--- config.mk ---
export PLATFORM = sky130hd
export DESIGN_NAME = ssra_top
export DESIGN_NICKNAME = d
export VERILOG_FILES = /design/src/include/ssra_pkg.sv /design/src/rtl/ssra_divider.sv /design/src/rtl/ssra_top.sv
export SDC_FILE = /design/constraint.sdc
export NUM_CORES = 2
export LEC_CHECK = 0
export BUFFER_PORTS_ARGS = -buffer_cell sky130_fd_sc_hd__buf_2
export CORE_UTILIZATION = 60
export CTS_CLUSTER_DIAMETER = 50
export DETAILED_ROUTE_END_ITERATION = 12
export GPL_TIMING_DRIVEN = 1
export MAX_ROUTING_LAYER = met4
export PLACE_DENSITY = 0.87
export REMOVE_ABC_BUFFERS = 1
export SKIP_LAST_GASP = 1
export SLEW_MARGIN = 20
export SYNTH_ARGS = -nofsm -noshare
export SYNTH_HDL_FRONTEND = slang
export SYNTH_SLANG_ARGS = --single-unit
export TNS_END_PERCENT = 30
--- constraint.sdc ---
create_clock -name aclk -period 9.6 [get_ports aclk]
set_input_delay 1.92 -clock aclk [delete_from_list [all_inputs] [get_ports aclk]]
set_output_delay 1.92 -clock aclk [all_outputs]
set_load 0.01 [all_outputs]
--- src/include/ssra_pkg.sv ---
// Constants and types shared by the smoke scatter readout and alarm block
package ssra_pkg;
	localparam int CLK_HZ = 10_000_000;
	localparam int SLOW_PERIOD_S = 6;
	localparam int FAST_PERIOD_S = 2;
	localparam int SLOW_CYCLES = SLOW_PERIOD_S * CLK_HZ;
	localparam int FAST_CYCLES = FAST_PERIOD_S * CLK_HZ;
	localparam int ADC_W = 10;
	localparam int ADC_FULL = 1024;
	localparam int VREF_MV = 2048;
	// Photocurrent in pA = code delta * PA_PER_CODE / gain product
	localparam int PA_PER_CODE = VREF_MV * 1000 / ADC_FULL;
	localparam int RATIO_FRAC = 16;
	localparam int ADDR_W = 8;
	localparam int NUM_LEDS = 3;
	localparam logic [5:0] DIV_STEPS = 6'h20;
	// Register indices, byte address is index times four
	localparam logic [4:0] REG_CTRL = 5'h00;
	localparam logic [4:0] REG_GAIN = 5'h01;
	localparam logic [4:0] REG_WAKE = 5'h02;
	localparam logic [4:0] REG_CLASS = 5'h03;
	localparam logic [4:0] REG_ALARM = 5'h04;
	localparam logic [4:0] REG_OFFSET = 5'h05;
	localparam logic [4:0] REG_DIRECT = 5'h06;
	localparam logic [4:0] REG_STATUS = 5'h09;
	localparam logic [4:0] REG_IRQ_STAT = 5'h0a;
	localparam logic [4:0] REG_IRQ_MASK = 5'h0b;
	localparam logic [4:0] REG_RAW = 5'h0c;
	localparam logic [4:0] REG_CURR = 5'h0f;
	localparam logic [4:0] REG_RATIO = 5'h12;
	localparam logic [4:0] REG_LAST = 5'h14;
	// Gain configuration fields
	localparam int GAIN_RSV_LSB = 5;
	localparam int GAIN_OCS_BIT = 4;
	localparam int GAIN_IG_LSB = 2;
	localparam int GAIN_PG_LSB = 0;
	localparam logic [7:0] GAIN_RESET = 8'h26;
	localparam logic [9:0] WAKE_RESET = 10'h078;
	localparam logic [9:0] CLASS_RESET = 10'h0c8;
	localparam logic [9:0] ALARM_RESET = 10'h122;
	// Interrupt event bits
	localparam int EV_WAKE = 0;
	localparam int EV_ALARM = 1;
	localparam int EV_NUIS = 2;
	localparam int EV_SCAN = 3;
	localparam int EV_W = 4;
	localparam logic [1:0] RESP_OKAY = 2'h0;
	localparam logic [1:0] RESP_SLVERR = 2'h2;

	typedef enum logic [1:0] {
		LED_RED_FWD = 2'b00,
		LED_BLUE_FWD = 2'b01,
		LED_RED_BACK = 2'b10
	} ssra_led_sel_t;

	typedef enum logic [2:0] {
		ST_WAIT = 3'b000,
		ST_SAMPLE = 3'b001,
		ST_CURR_W = 3'b010,
		ST_RATIO_W = 3'b011,
		ST_DECIDE = 3'b100
	} ssra_state_t;

	typedef struct packed {
		logic valid;
		logic [ADC_W-1:0] code;
	} ssra_adc_t;

	typedef struct packed {
		logic on;
		ssra_led_sel_t sel;
		logic start;
	} ssra_led_t;
endpackage

--- src/rtl/ssra_divider.sv ---
// Serial restoring divider for photocurrent and ratio scaling
module ssra_divider (
	// Clock, reset, enable
	input wire logic aclk,
	input wire logic aresetn,
	input wire logic clk_en,
	// Request
	input wire logic start,
	input wire logic [31:0] num,
	input wire logic [15:0] den,
	// Result
	output logic done,
	output logic [31:0] quo
);
	import ssra_pkg::*;

	typedef struct packed {
		logic busy;
		logic done;
		logic [5:0] cnt;
		logic [15:0] rem;
		logic [31:0] q;
		logic [15:0] den;
	} ssra_div_t;

	ssra_div_t cur;
	ssra_div_t next_cur;
	logic [16:0] trial;

	always_comb begin
		next_cur = cur;
		next_cur.done = 1'b0;
		trial = {cur.rem, cur.q[31]};
		if (!cur.busy) begin
			if (start && den == 16'h0000) begin
				next_cur.q = '1;
				next_cur.done = 1'b1;
			end else if (start) begin
				next_cur.busy = 1'b1;
				next_cur.cnt = DIV_STEPS;
				next_cur.rem = 16'h0000;
				next_cur.q = num;
				next_cur.den = den;
			end
		end else begin
			if (trial >= {1'b0, cur.den}) begin
				next_cur.rem = 16'(trial - {1'b0, cur.den});
				next_cur.q = {cur.q[30:0], 1'b1};
			end else begin
				next_cur.rem = trial[15:0];
				next_cur.q = {cur.q[30:0], 1'b0};
			end
			next_cur.cnt = cur.cnt - 6'h01;
			if (cur.cnt == 6'h01) begin
				next_cur.busy = 1'b0;
				next_cur.done = 1'b1;
			end
		end
	end

	always_ff @(posedge aclk) begin
		if (!aresetn) begin
			cur <= '0;
		end else if (clk_en) begin
			cur <= next_cur;
		end
	end

	assign done = cur.done;
	assign quo = cur.q;
endmodule

--- src/rtl/ssra_top.sv ---
// Smoke scatter readout, gain configuration and alarm decision
// What this block does
// - Offset compensation bit: zero means always while enabled, one means only while LED lit.
// - Input gain field codes 0..3 mean 1.25 to 5 megohm, reset code 1.
// - PGA gain field codes 0..3 mean 1.6x, 8x, 16x, 32x, reset code 2.
// - Signal is code minus offset, times 2.048 V over 1024, over gain product.
// - Each LED ratio is scattered value over direct value, same conversion for both.
// - Idle: red forward every 6 s; above wake threshold, all three every 2 s.
// - No smoke-type decision, and no alarm except the red forward threshold, until red backward exceeds classify threshold.
// - That suppression keeps cooking smoke below 4.84 %/m from raising an alarm.
// - When classifying, red ratio above blue is nuisance unless red forward is above the alarm threshold, blue above red alarms now.
// - Red forward above the alarm threshold raises the alarm unconditionally.
// - The alarm threshold fires before opacity exceeds 15.47 %/m.
// - Thresholds compare against raw codes that still contain the front-end offset.
//
// Local design decision: register access over AXI4-Lite.
module ssra_top #(
	parameter int unsigned SLOW_CYC = ssra_pkg::SLOW_CYCLES,
	parameter int unsigned FAST_CYC = ssra_pkg::FAST_CYCLES
) (
	// Clock, reset, enable
	input wire logic aclk,
	input wire logic aresetn,
	input wire logic clk_en,
	// AXI4-Lite write
	input wire logic [ssra_pkg::ADDR_W-1:0] awaddr,
	input wire logic awvalid,
	output logic awready,
	input wire logic [31:0] wdata,
	input wire logic [3:0] wstrb,
	input wire logic wvalid,
	output logic wready,
	output logic [1:0] bresp,
	output logic bvalid,
	input wire logic bready,
	// AXI4-Lite read
	input wire logic [ssra_pkg::ADDR_W-1:0] araddr,
	input wire logic arvalid,
	output logic arready,
	output logic [31:0] rdata,
	output logic [1:0] rresp,
	output logic rvalid,
	input wire logic rready,
	// Front end
	input ssra_pkg::ssra_adc_t adc_in,
	output ssra_pkg::ssra_led_t led_out,
	output logic frontend_enable,
	output logic offset_comp_active,
	// Results
	output logic alarm,
	output logic nuisance,
	output logic irq
);
	import ssra_pkg::*;

	////////////////////////////////////////////////////////////////////////////////
	typedef struct packed {
		logic awready;
		logic wready;
		logic bvalid;
		logic arready;
		logic rvalid;
		logic aw_got;
		logic w_got;
		logic [ADDR_W-1:0] aw_addr;
		logic [31:0] wdata;
		logic [3:0] wstrb;
		logic [1:0] bresp;
		logic [1:0] rresp;
		logic [31:0] rdata;
		logic fe_en;
		logic [7:0] gain;
		logic [9:0] wake_th;
		logic [9:0] class_th;
		logic [9:0] alarm_th;
		logic [9:0] offset;
		logic [NUM_LEDS-1:0][9:0] direct;
		logic [NUM_LEDS-1:0][9:0] raw;
		logic [NUM_LEDS-1:0][31:0] curr;
		logic [NUM_LEDS-1:0][31:0] ratio;
		logic [EV_W-1:0] ev;
		logic [EV_W-1:0] mask;
		logic irq;
		ssra_state_t st;
		ssra_led_sel_t led;
		logic fast;
		logic alarm;
		logic nuis;
		logic classifying;
		logic [31:0] timer;
		logic led_on;
		logic adc_start;
		logic oc_active;
		logic div_start;
	} ssra_regs_t;

	localparam ssra_regs_t Q_RESET = '{
		awready: 1'b1, wready: 1'b1, arready: 1'b1,
		gain: GAIN_RESET, wake_th: WAKE_RESET, class_th: CLASS_RESET, alarm_th: ALARM_RESET,
		st: ST_WAIT, led: LED_RED_FWD, timer: 32'(SLOW_CYC - 1), default: '0
	};

	ssra_regs_t q;
	ssra_regs_t next_q;
	logic div_done;
	logic [31:0] div_quo;
	logic [31:0] div_num;
	logic [15:0] div_den;
	logic [9:0] delta;
	logic [9:0] delta_dir;
	logic [EV_W-1:0] ev_set;
	logic [EV_W-1:0] ev_clr;
	logic [4:0] widx;
	logic [4:0] ridx;
	logic [31:0] rd;
	logic alarm_now;
	logic smoke_now;
	logic nuis_now;
	logic cls_now;

	////////////////////////////////////////////////////////////////////////////////
	// Decoding helpers
	function automatic logic [7:0] gain_product(input logic [7:0] g);
		logic [7:0] pga;
		case (g[GAIN_PG_LSB +: 2])
			2'h0: pga = 8'h02;
			2'h1: pga = 8'h0a;
			2'h2: pga = 8'h14;
			default: pga = 8'h28;
		endcase
		return 8'(({6'h00, g[GAIN_IG_LSB +: 2]} + 8'h01) * pga);
	endfunction

	function automatic logic [9:0] sub_floor(input logic [9:0] a, input logic [9:0] b);
		return (a > b) ? 10'(a - b) : 10'h000;
	endfunction

	function automatic logic [9:0] merge10(input logic [9:0] old, input logic [31:0] d, input logic [3:0] s);
		return {s[1] ? d[9:8] : old[9:8], s[0] ? d[7:0] : old[7:0]};
	endfunction

	function automatic logic [4:0] reg_index(input logic [ADDR_W-1:0] a);
		return a[6:2];
	endfunction

	function automatic logic is_mapped(input logic [ADDR_W-1:0] a);
		return a[ADDR_W-1] == 1'b0 && a[6:2] <= REG_LAST;
	endfunction

	////////////////////////////////////////////////////////////////////////////////
	// Divider operands
	always_comb begin
		delta = sub_floor(q.raw[q.led], q.offset);
		delta_dir = sub_floor(q.direct[q.led], q.offset);
		if (q.st == ST_RATIO_W) begin
			div_num = {6'h00, delta, 16'h0000};
			div_den = {6'h00, delta_dir};
		end else begin
			div_num = {22'h000000, delta} * 32'(PA_PER_CODE);
			div_den = {8'h00, gain_product(q.gain)};
		end
	end

	ssra_divider u_div (
		.aclk(aclk),
		.aresetn(aresetn),
		.clk_en(clk_en),
		.start(q.div_start),
		.num(div_num),
		.den(div_den),
		.done(div_done),
		.quo(div_quo)
	);

	////////////////////////////////////////////////////////////////////////////////
	// Next state
	always_comb begin
		next_q = q;
		next_q.adc_start = 1'b0;
		next_q.div_start = 1'b0;
		ev_set = '0;
		ev_clr = '0;
		widx = reg_index(q.aw_addr);
		ridx = reg_index(araddr);
		rd = 32'h0000_0000;
		alarm_now = q.raw[LED_RED_FWD] > q.alarm_th;
		cls_now = q.raw[LED_RED_BACK] > q.class_th;
		smoke_now = cls_now && q.ratio[LED_BLUE_FWD] > q.ratio[LED_RED_FWD];
		nuis_now = cls_now && q.ratio[LED_RED_FWD] > q.ratio[LED_BLUE_FWD];

		// Bus write channels
		if (awvalid && q.awready) begin
			next_q.aw_got = 1'b1;
			next_q.aw_addr = awaddr;
		end
		if (wvalid && q.wready) begin
			next_q.w_got = 1'b1;
			next_q.wdata = wdata;
			next_q.wstrb = wstrb;
		end
		if (bready && q.bvalid) begin
			next_q.bvalid = 1'b0;
		end
		if (next_q.aw_got && next_q.w_got && !q.bvalid) begin
			next_q.aw_got = 1'b0;
			next_q.w_got = 1'b0;
			next_q.bvalid = 1'b1;
			next_q.bresp = is_mapped(next_q.aw_addr) ? RESP_OKAY : RESP_SLVERR;
			widx = reg_index(next_q.aw_addr);
			if (is_mapped(next_q.aw_addr)) begin
				unique case (widx)
					REG_CTRL: if (next_q.wstrb[0]) next_q.fe_en = next_q.wdata[0];
					REG_GAIN: if (next_q.wstrb[0]) next_q.gain = next_q.wdata[7:0];
					REG_WAKE: next_q.wake_th = merge10(q.wake_th, next_q.wdata, next_q.wstrb);
					REG_CLASS: next_q.class_th = merge10(q.class_th, next_q.wdata, next_q.wstrb);
					REG_ALARM: next_q.alarm_th = merge10(q.alarm_th, next_q.wdata, next_q.wstrb);
					REG_OFFSET: next_q.offset = merge10(q.offset, next_q.wdata, next_q.wstrb);
					REG_IRQ_STAT: if (next_q.wstrb[0]) ev_clr = next_q.wdata[EV_W-1:0];
					REG_IRQ_MASK: if (next_q.wstrb[0]) next_q.mask = next_q.wdata[EV_W-1:0];
					default: begin
						for (int k = 0; k < NUM_LEDS; k++) begin
							if (widx == REG_DIRECT + 5'(k)) begin
								next_q.direct[k] = merge10(q.direct[k], next_q.wdata, next_q.wstrb);
							end
						end
					end
				endcase
			end
		end

		// Bus read channel
		unique case (ridx)
			REG_CTRL: rd = {31'h0000_0000, q.fe_en};
			REG_GAIN: rd = {24'h00_0000, q.gain};
			REG_WAKE: rd = {22'h00_0000, q.wake_th};
			REG_CLASS: rd = {22'h00_0000, q.class_th};
			REG_ALARM: rd = {22'h00_0000, q.alarm_th};
			REG_OFFSET: rd = {22'h00_0000, q.offset};
			REG_STATUS: rd = {23'h00_0000, q.led, q.st, q.classifying, q.nuis, q.alarm, q.fast};
			REG_IRQ_STAT: rd = {28'h000_0000, q.ev};
			REG_IRQ_MASK: rd = {28'h000_0000, q.mask};
			default: begin
				for (int k = 0; k < NUM_LEDS; k++) begin
					if (ridx == REG_DIRECT + 5'(k)) rd = {22'h00_0000, q.direct[k]};
					if (ridx == REG_RAW + 5'(k)) rd = {22'h00_0000, q.raw[k]};
					if (ridx == REG_CURR + 5'(k)) rd = q.curr[k];
					if (ridx == REG_RATIO + 5'(k)) rd = q.ratio[k];
				end
			end
		endcase
		if (rready && q.rvalid) begin
			next_q.rvalid = 1'b0;
		end
		if (arvalid && q.arready) begin
			next_q.rvalid = 1'b1;
			next_q.rdata = is_mapped(araddr) ? rd : 32'h0000_0000;
			next_q.rresp = is_mapped(araddr) ? RESP_OKAY : RESP_SLVERR;
		end

		// Measurement sequencer
		if (q.st != ST_WAIT && q.timer != 32'h0000_0000) begin
			next_q.timer = q.timer - 32'h0000_0001;
		end
		unique case (q.st)
			ST_WAIT: begin
				if (!q.fe_en) begin
					next_q.timer = 32'(SLOW_CYC - 1);
					next_q.fast = 1'b0;
					next_q.alarm = 1'b0;
					next_q.nuis = 1'b0;
					next_q.classifying = 1'b0;
				end else if (q.timer == 32'h0000_0000) begin
					next_q.timer = q.fast ? 32'(FAST_CYC - 1) : 32'(SLOW_CYC - 1);
					next_q.led = LED_RED_FWD;
					next_q.st = ST_SAMPLE;
					next_q.led_on = 1'b1;
					next_q.adc_start = 1'b1;
				end else begin
					next_q.timer = q.timer - 32'h0000_0001;
				end
			end
			ST_SAMPLE: begin
				if (adc_in.valid) begin
					next_q.raw[q.led] = adc_in.code;
					next_q.led_on = 1'b0;
					next_q.div_start = 1'b1;
					next_q.st = ST_CURR_W;
				end
			end
			ST_CURR_W: begin
				if (div_done) begin
					next_q.curr[q.led] = div_quo;
					next_q.div_start = 1'b1;
					next_q.st = ST_RATIO_W;
				end
			end
			ST_RATIO_W: begin
				if (div_done) begin
					next_q.ratio[q.led] = div_quo;
					if (!q.fast) begin
						next_q.st = ST_WAIT;
						if (q.raw[LED_RED_FWD] > q.wake_th) begin
							next_q.fast = 1'b1;
							next_q.timer = 32'(FAST_CYC - 1);
							ev_set[EV_WAKE] = 1'b1;
						end
					end else if (q.led != LED_RED_BACK) begin
						next_q.led = (q.led == LED_RED_FWD) ? LED_BLUE_FWD : LED_RED_BACK;
						next_q.led_on = 1'b1;
						next_q.adc_start = 1'b1;
						next_q.st = ST_SAMPLE;
					end else begin
						next_q.st = ST_DECIDE;
					end
				end
			end
			ST_DECIDE: begin
				// Smoke and nuisance suppressed until red backward is above the classify level; alarm_now is not
				next_q.alarm = alarm_now || smoke_now;
				next_q.nuis = nuis_now && !alarm_now;
				next_q.classifying = cls_now;
				ev_set[EV_ALARM] = next_q.alarm && !q.alarm;
				ev_set[EV_NUIS] = next_q.nuis && !q.nuis;
				ev_set[EV_SCAN] = 1'b1;
				next_q.st = ST_WAIT;
				if (q.raw[LED_RED_FWD] < q.wake_th && !next_q.alarm) begin
					next_q.fast = 1'b0;
					next_q.timer = 32'(SLOW_CYC - 1);
				end else begin
					next_q.timer = 32'(FAST_CYC - 1);
				end
			end
			default: next_q.st = ST_WAIT;
		endcase

		// Offset compensation window
		next_q.oc_active = next_q.fe_en && (!next_q.gain[GAIN_OCS_BIT] || next_q.led_on);
		// Events: set wins over a clear in the same cycle
		next_q.ev = (q.ev & ~ev_clr) | ev_set;
		next_q.irq = |(next_q.ev & next_q.mask);
		next_q.awready = !next_q.aw_got && !next_q.bvalid;
		next_q.wready = !next_q.w_got && !next_q.bvalid;
		next_q.arready = !next_q.rvalid;
	end

	always_ff @(posedge aclk) begin
		if (!aresetn) begin
			q <= Q_RESET;
		end else if (clk_en) begin
			q <= next_q;
		end
	end

	////////////////////////////////////////////////////////////////////////////////
	// Outputs
	assign awready = q.awready;
	assign wready = q.wready;
	assign bvalid = q.bvalid;
	assign bresp = q.bresp;
	assign arready = q.arready;
	assign rvalid = q.rvalid;
	assign rdata = q.rdata;
	assign rresp = q.rresp;
	assign led_out = '{on: q.led_on, sel: q.led, start: q.adc_start};
	assign frontend_enable = q.fe_en;
	assign offset_comp_active = q.oc_active;
	assign alarm = q.alarm;
	assign nuisance = q.nuis;
	assign irq = q.irq;
endmodule
==> results.txt <==
DIE AREA: 0.04506 mm^2
H-tree depth: 2
Crit path from: led_out[2]
CP max-delay cell: dfxtp_1
Final Cycle Share: 83.91%
Post-synth top area share: 36.22%
Largest net degree at the start of global routing: 252
RR Startpoint: led_out[2]
Most used DFF post-synth: dfxtp_1
Area grow syn2layout: 8.262%
Detailed router's first-iteration violation count: 3368
Crit path time final: 8.056 ns
Arrival time at the worst endpoint: 8.53 ns
Register area: 0.009609 mm^2
Clk buf depth: 3
Crit-path max FO: 23
Worst r2r path cells: 28
RSZ-0062 raised after global routing: false
Die W: 212.3 um
Row count: 76
Max cap viols: 0
Pre-antenna DRT Iters: 10
EDFF count, synth: 0
Met3 usage: 7.740%
Vias in the first global route: 23640
First-pass GRT wire length: 127800 um
Hold Vio Cnt, Final: 0
Sink Count: 480
Cell Pwr Density: 148.1 mW/mm^2
Worst Tran Pin Value: 1.204 ns
Cells after Synth: 3376
Total CTS buffers: 53
Setup Viol. Count Final: 0
CTS tree: yes
Reg2reg end: u_div.quo[16]
Leakage power total: 10.79 nW
Routed via count: 25480
Asr flop ratio synth: 0%
Final HPWL DP: 53710 um
Post-synth top cells: 577 x nand2_1, 480 x dfxtp_1, 372 x a21oi_1
Slew Viols, Final: 0
Place WS: 1.730 ns
Gr usage total: 37.16%
Element type at the critical path end: flip-flop
Antenna Nets Post-Route: 0
Worst-Skew Late Latency: 0.63 ns
Yosys top cell by area: dfxtp_1
GR Util met1: 45.51%
Critical Path Most Common Cell: fa_1
Hold_buf cts: 0
Grt peak-use layer: met2
TNS Setup: 0 ns
Layout cell share with drive strength beyond 1: 8.506%
DR WL/cell: 21.12 um
Peak Freq: 0.1241 GHz
Initial antenna violation count: 3
Placer Congestion: 1.006
Clock slew at reported path FFs: 0.06 ns
Post-synth design cell area: 0.02653 mm^2
Drt total wl: 82920 um
CP Launch Type: flip-flop
Required time of the critical path: 10.07 ns
Worst slew margin: 19.75%
Core footprint: 0.04336 mm^2
Hold depth: 2
Filler cells: 3584
WHS Endpoint: rdata[9]
Die height: 212.3 um
Max incr delay on CP: 0.56 ns
Worst IR Drop VDD: 0.1422 mV
Status: complete, no violations
Post-CTS sizing: 0
Hold path startpoint: rdata[9]
Met2 Use GR: 56.60%
Post-Syn Area per Cell: 7.859 um^2
Critical path class: reg2reg
Ports: 121
Library cells used by synthesis: 84
Worst path bufs/invs: 4
Multi-input logic area: 0.01522 mm^2
Ys Warns: 0
DR vias/cell: 6.489
Min-delay worst type: reg2reg
Root Driver: clkbuf_16
Fin nets: 3550
R2r setup slk: 1.54 ns
Family with the most delay on the worst path: adder cells
Post-CTS setup buffer count: 0
Cell with the most instances after synthesis: nand2_1
Fin worst setup slack: 1.544 ns
Skew final: 0.01808 ns
Ranking of synthesized cells by area: dfxtp_1 36%, nand2_1 8.2%, a21oi_1 7.0%
Overflow after GRT: 0
#FFs+latches synth: 480
DR DRC count: 0
Buffers on Ports: 90
Starting Density: 61.18%
Sequential area share after synthesis: 36.22%
==> metrics by stage <==
| step | utilization, % | hold slack [ns] | cell area (um^2) | std cells | total power [mW] |
|---|---|---|---|---|---|
| 6_report | 66.24 | 0.4500 | 28720 | 3927 | 4.254 |
| 5_1_grt | 66.24 | 0.4667 | 28720 | 3927 | 4.344 |
| 4_1_cts | 66.18 | 0.4492 | 28700 | 3924 | 4.250 |
| 3_5_place_dp | 62.14 | 0.4415 | 26940 | 3828 | 2.220 |
| 3_3_place_gp | 62.14 | 0.4389 | 26940 | 3828 | 2.218 |
| 2_1_floorplan | - | 0.4264 | 25380 | 3115 | 2.143 |
==> power by group <==
| group | internal (mW) | total [mW] | leakage, nW | switching [mW] |
|---|---|---|---|---|
| Clock | 1.20 | 2.07 | 0.846 | 0.873 |
| Combinational | 0.0451 | 0.175 | 6.08 | 0.130 |
| Sequential | 2.00 | 2.01 | 3.87 | 0.00862 |
==> layer usage <==
| metal | vias up | part of all wire, % |
|---|---|---|
| met2 | 1650 | 44 |
| met1 | 11820 | 38 |
| met4 | 0 | 6.2 |
| met5 | - | 0 |
| li1 | 11660 | - |
| met3 | 355 | 12 |
==> cell families after synthesis <==
| family | synth area share, % |
|---|---|
| fa+ha+maj | 9.555 |
| compound gates | 22.82 |
| mux | 3.834 |
| other cells | 0.01413 |
| buf+inv | 6.810 |
| xor+xnor | 1.519 |
| simple gates | 19.23 |
| flops | 36.22 |
==> tightest hold or removal path, stage by stage (launching register included) <==
cell and delay, ns:
dfxtp_1 0.31, nand2_1 0.05, a21oi_1 0.05
==> worst max-delay path by stage <==
stage | end | slack [ns] | cells past startpoint
final | u_div.quo[16] | 1.54 | 28
after global routing | u_div.quo[16] | 1.13 | 28
after CTS | u_div.quo[16] | 1.70 | 28
after detailed placement | u_div.quo[19] | 1.73 | 27
after global placement | u_div.quo[19] | 1.84 | 27
after floorplan | q[19] | 0.95 | 6
==> layout make-up <==
| type | instances | share of cell area, % |
|---|---|---|
| Antenna cell | 3 | 0.02614 |
| Clock buffer | 71 | 5.166 |
| Clock inverter | 25 | 0.9322 |
| Inverter | 173 | 2.287 |
| Multi-Input combinational cell | 2462 | 52.98 |
| Sequential cell | 480 | 33.46 |
| Tap cell | 585 | 2.548 |
| Timing Repair Buffer | 128 | 2.605 |
==> state kept, by name, indices dropped and copies added, names as in the netlist <==
name,cells
offset_comp_active,1
wready,1
q,366
bresp,1
arready,1
u_div.cur,33
nuisance,1
awready,1
rresp,1
rdata,32
u_div.quo,32
rvalid,1
irq,1
led_out,4
bvalid,1
alarm,1
u_div.done,1
frontend_enable,1
==> layout by cell type, fill, tap and decap left out, drive strengths merged, types with 30 or more instances in the layout <==
master / count
ha: 145
xnor2: 30
nor3: 42
nor2: 317
buf: 128
a21oi: 372
nand2: 578
clkbuf: 71
dfxtp: 480
o21ai: 142
fa: 36
a31oi: 43
a22oi: 114
a221oi: 33
a211oi: 70
nand3: 60
mux2i: 87
inv: 177
Note: power is estimated with default switching activity, not from simulation.
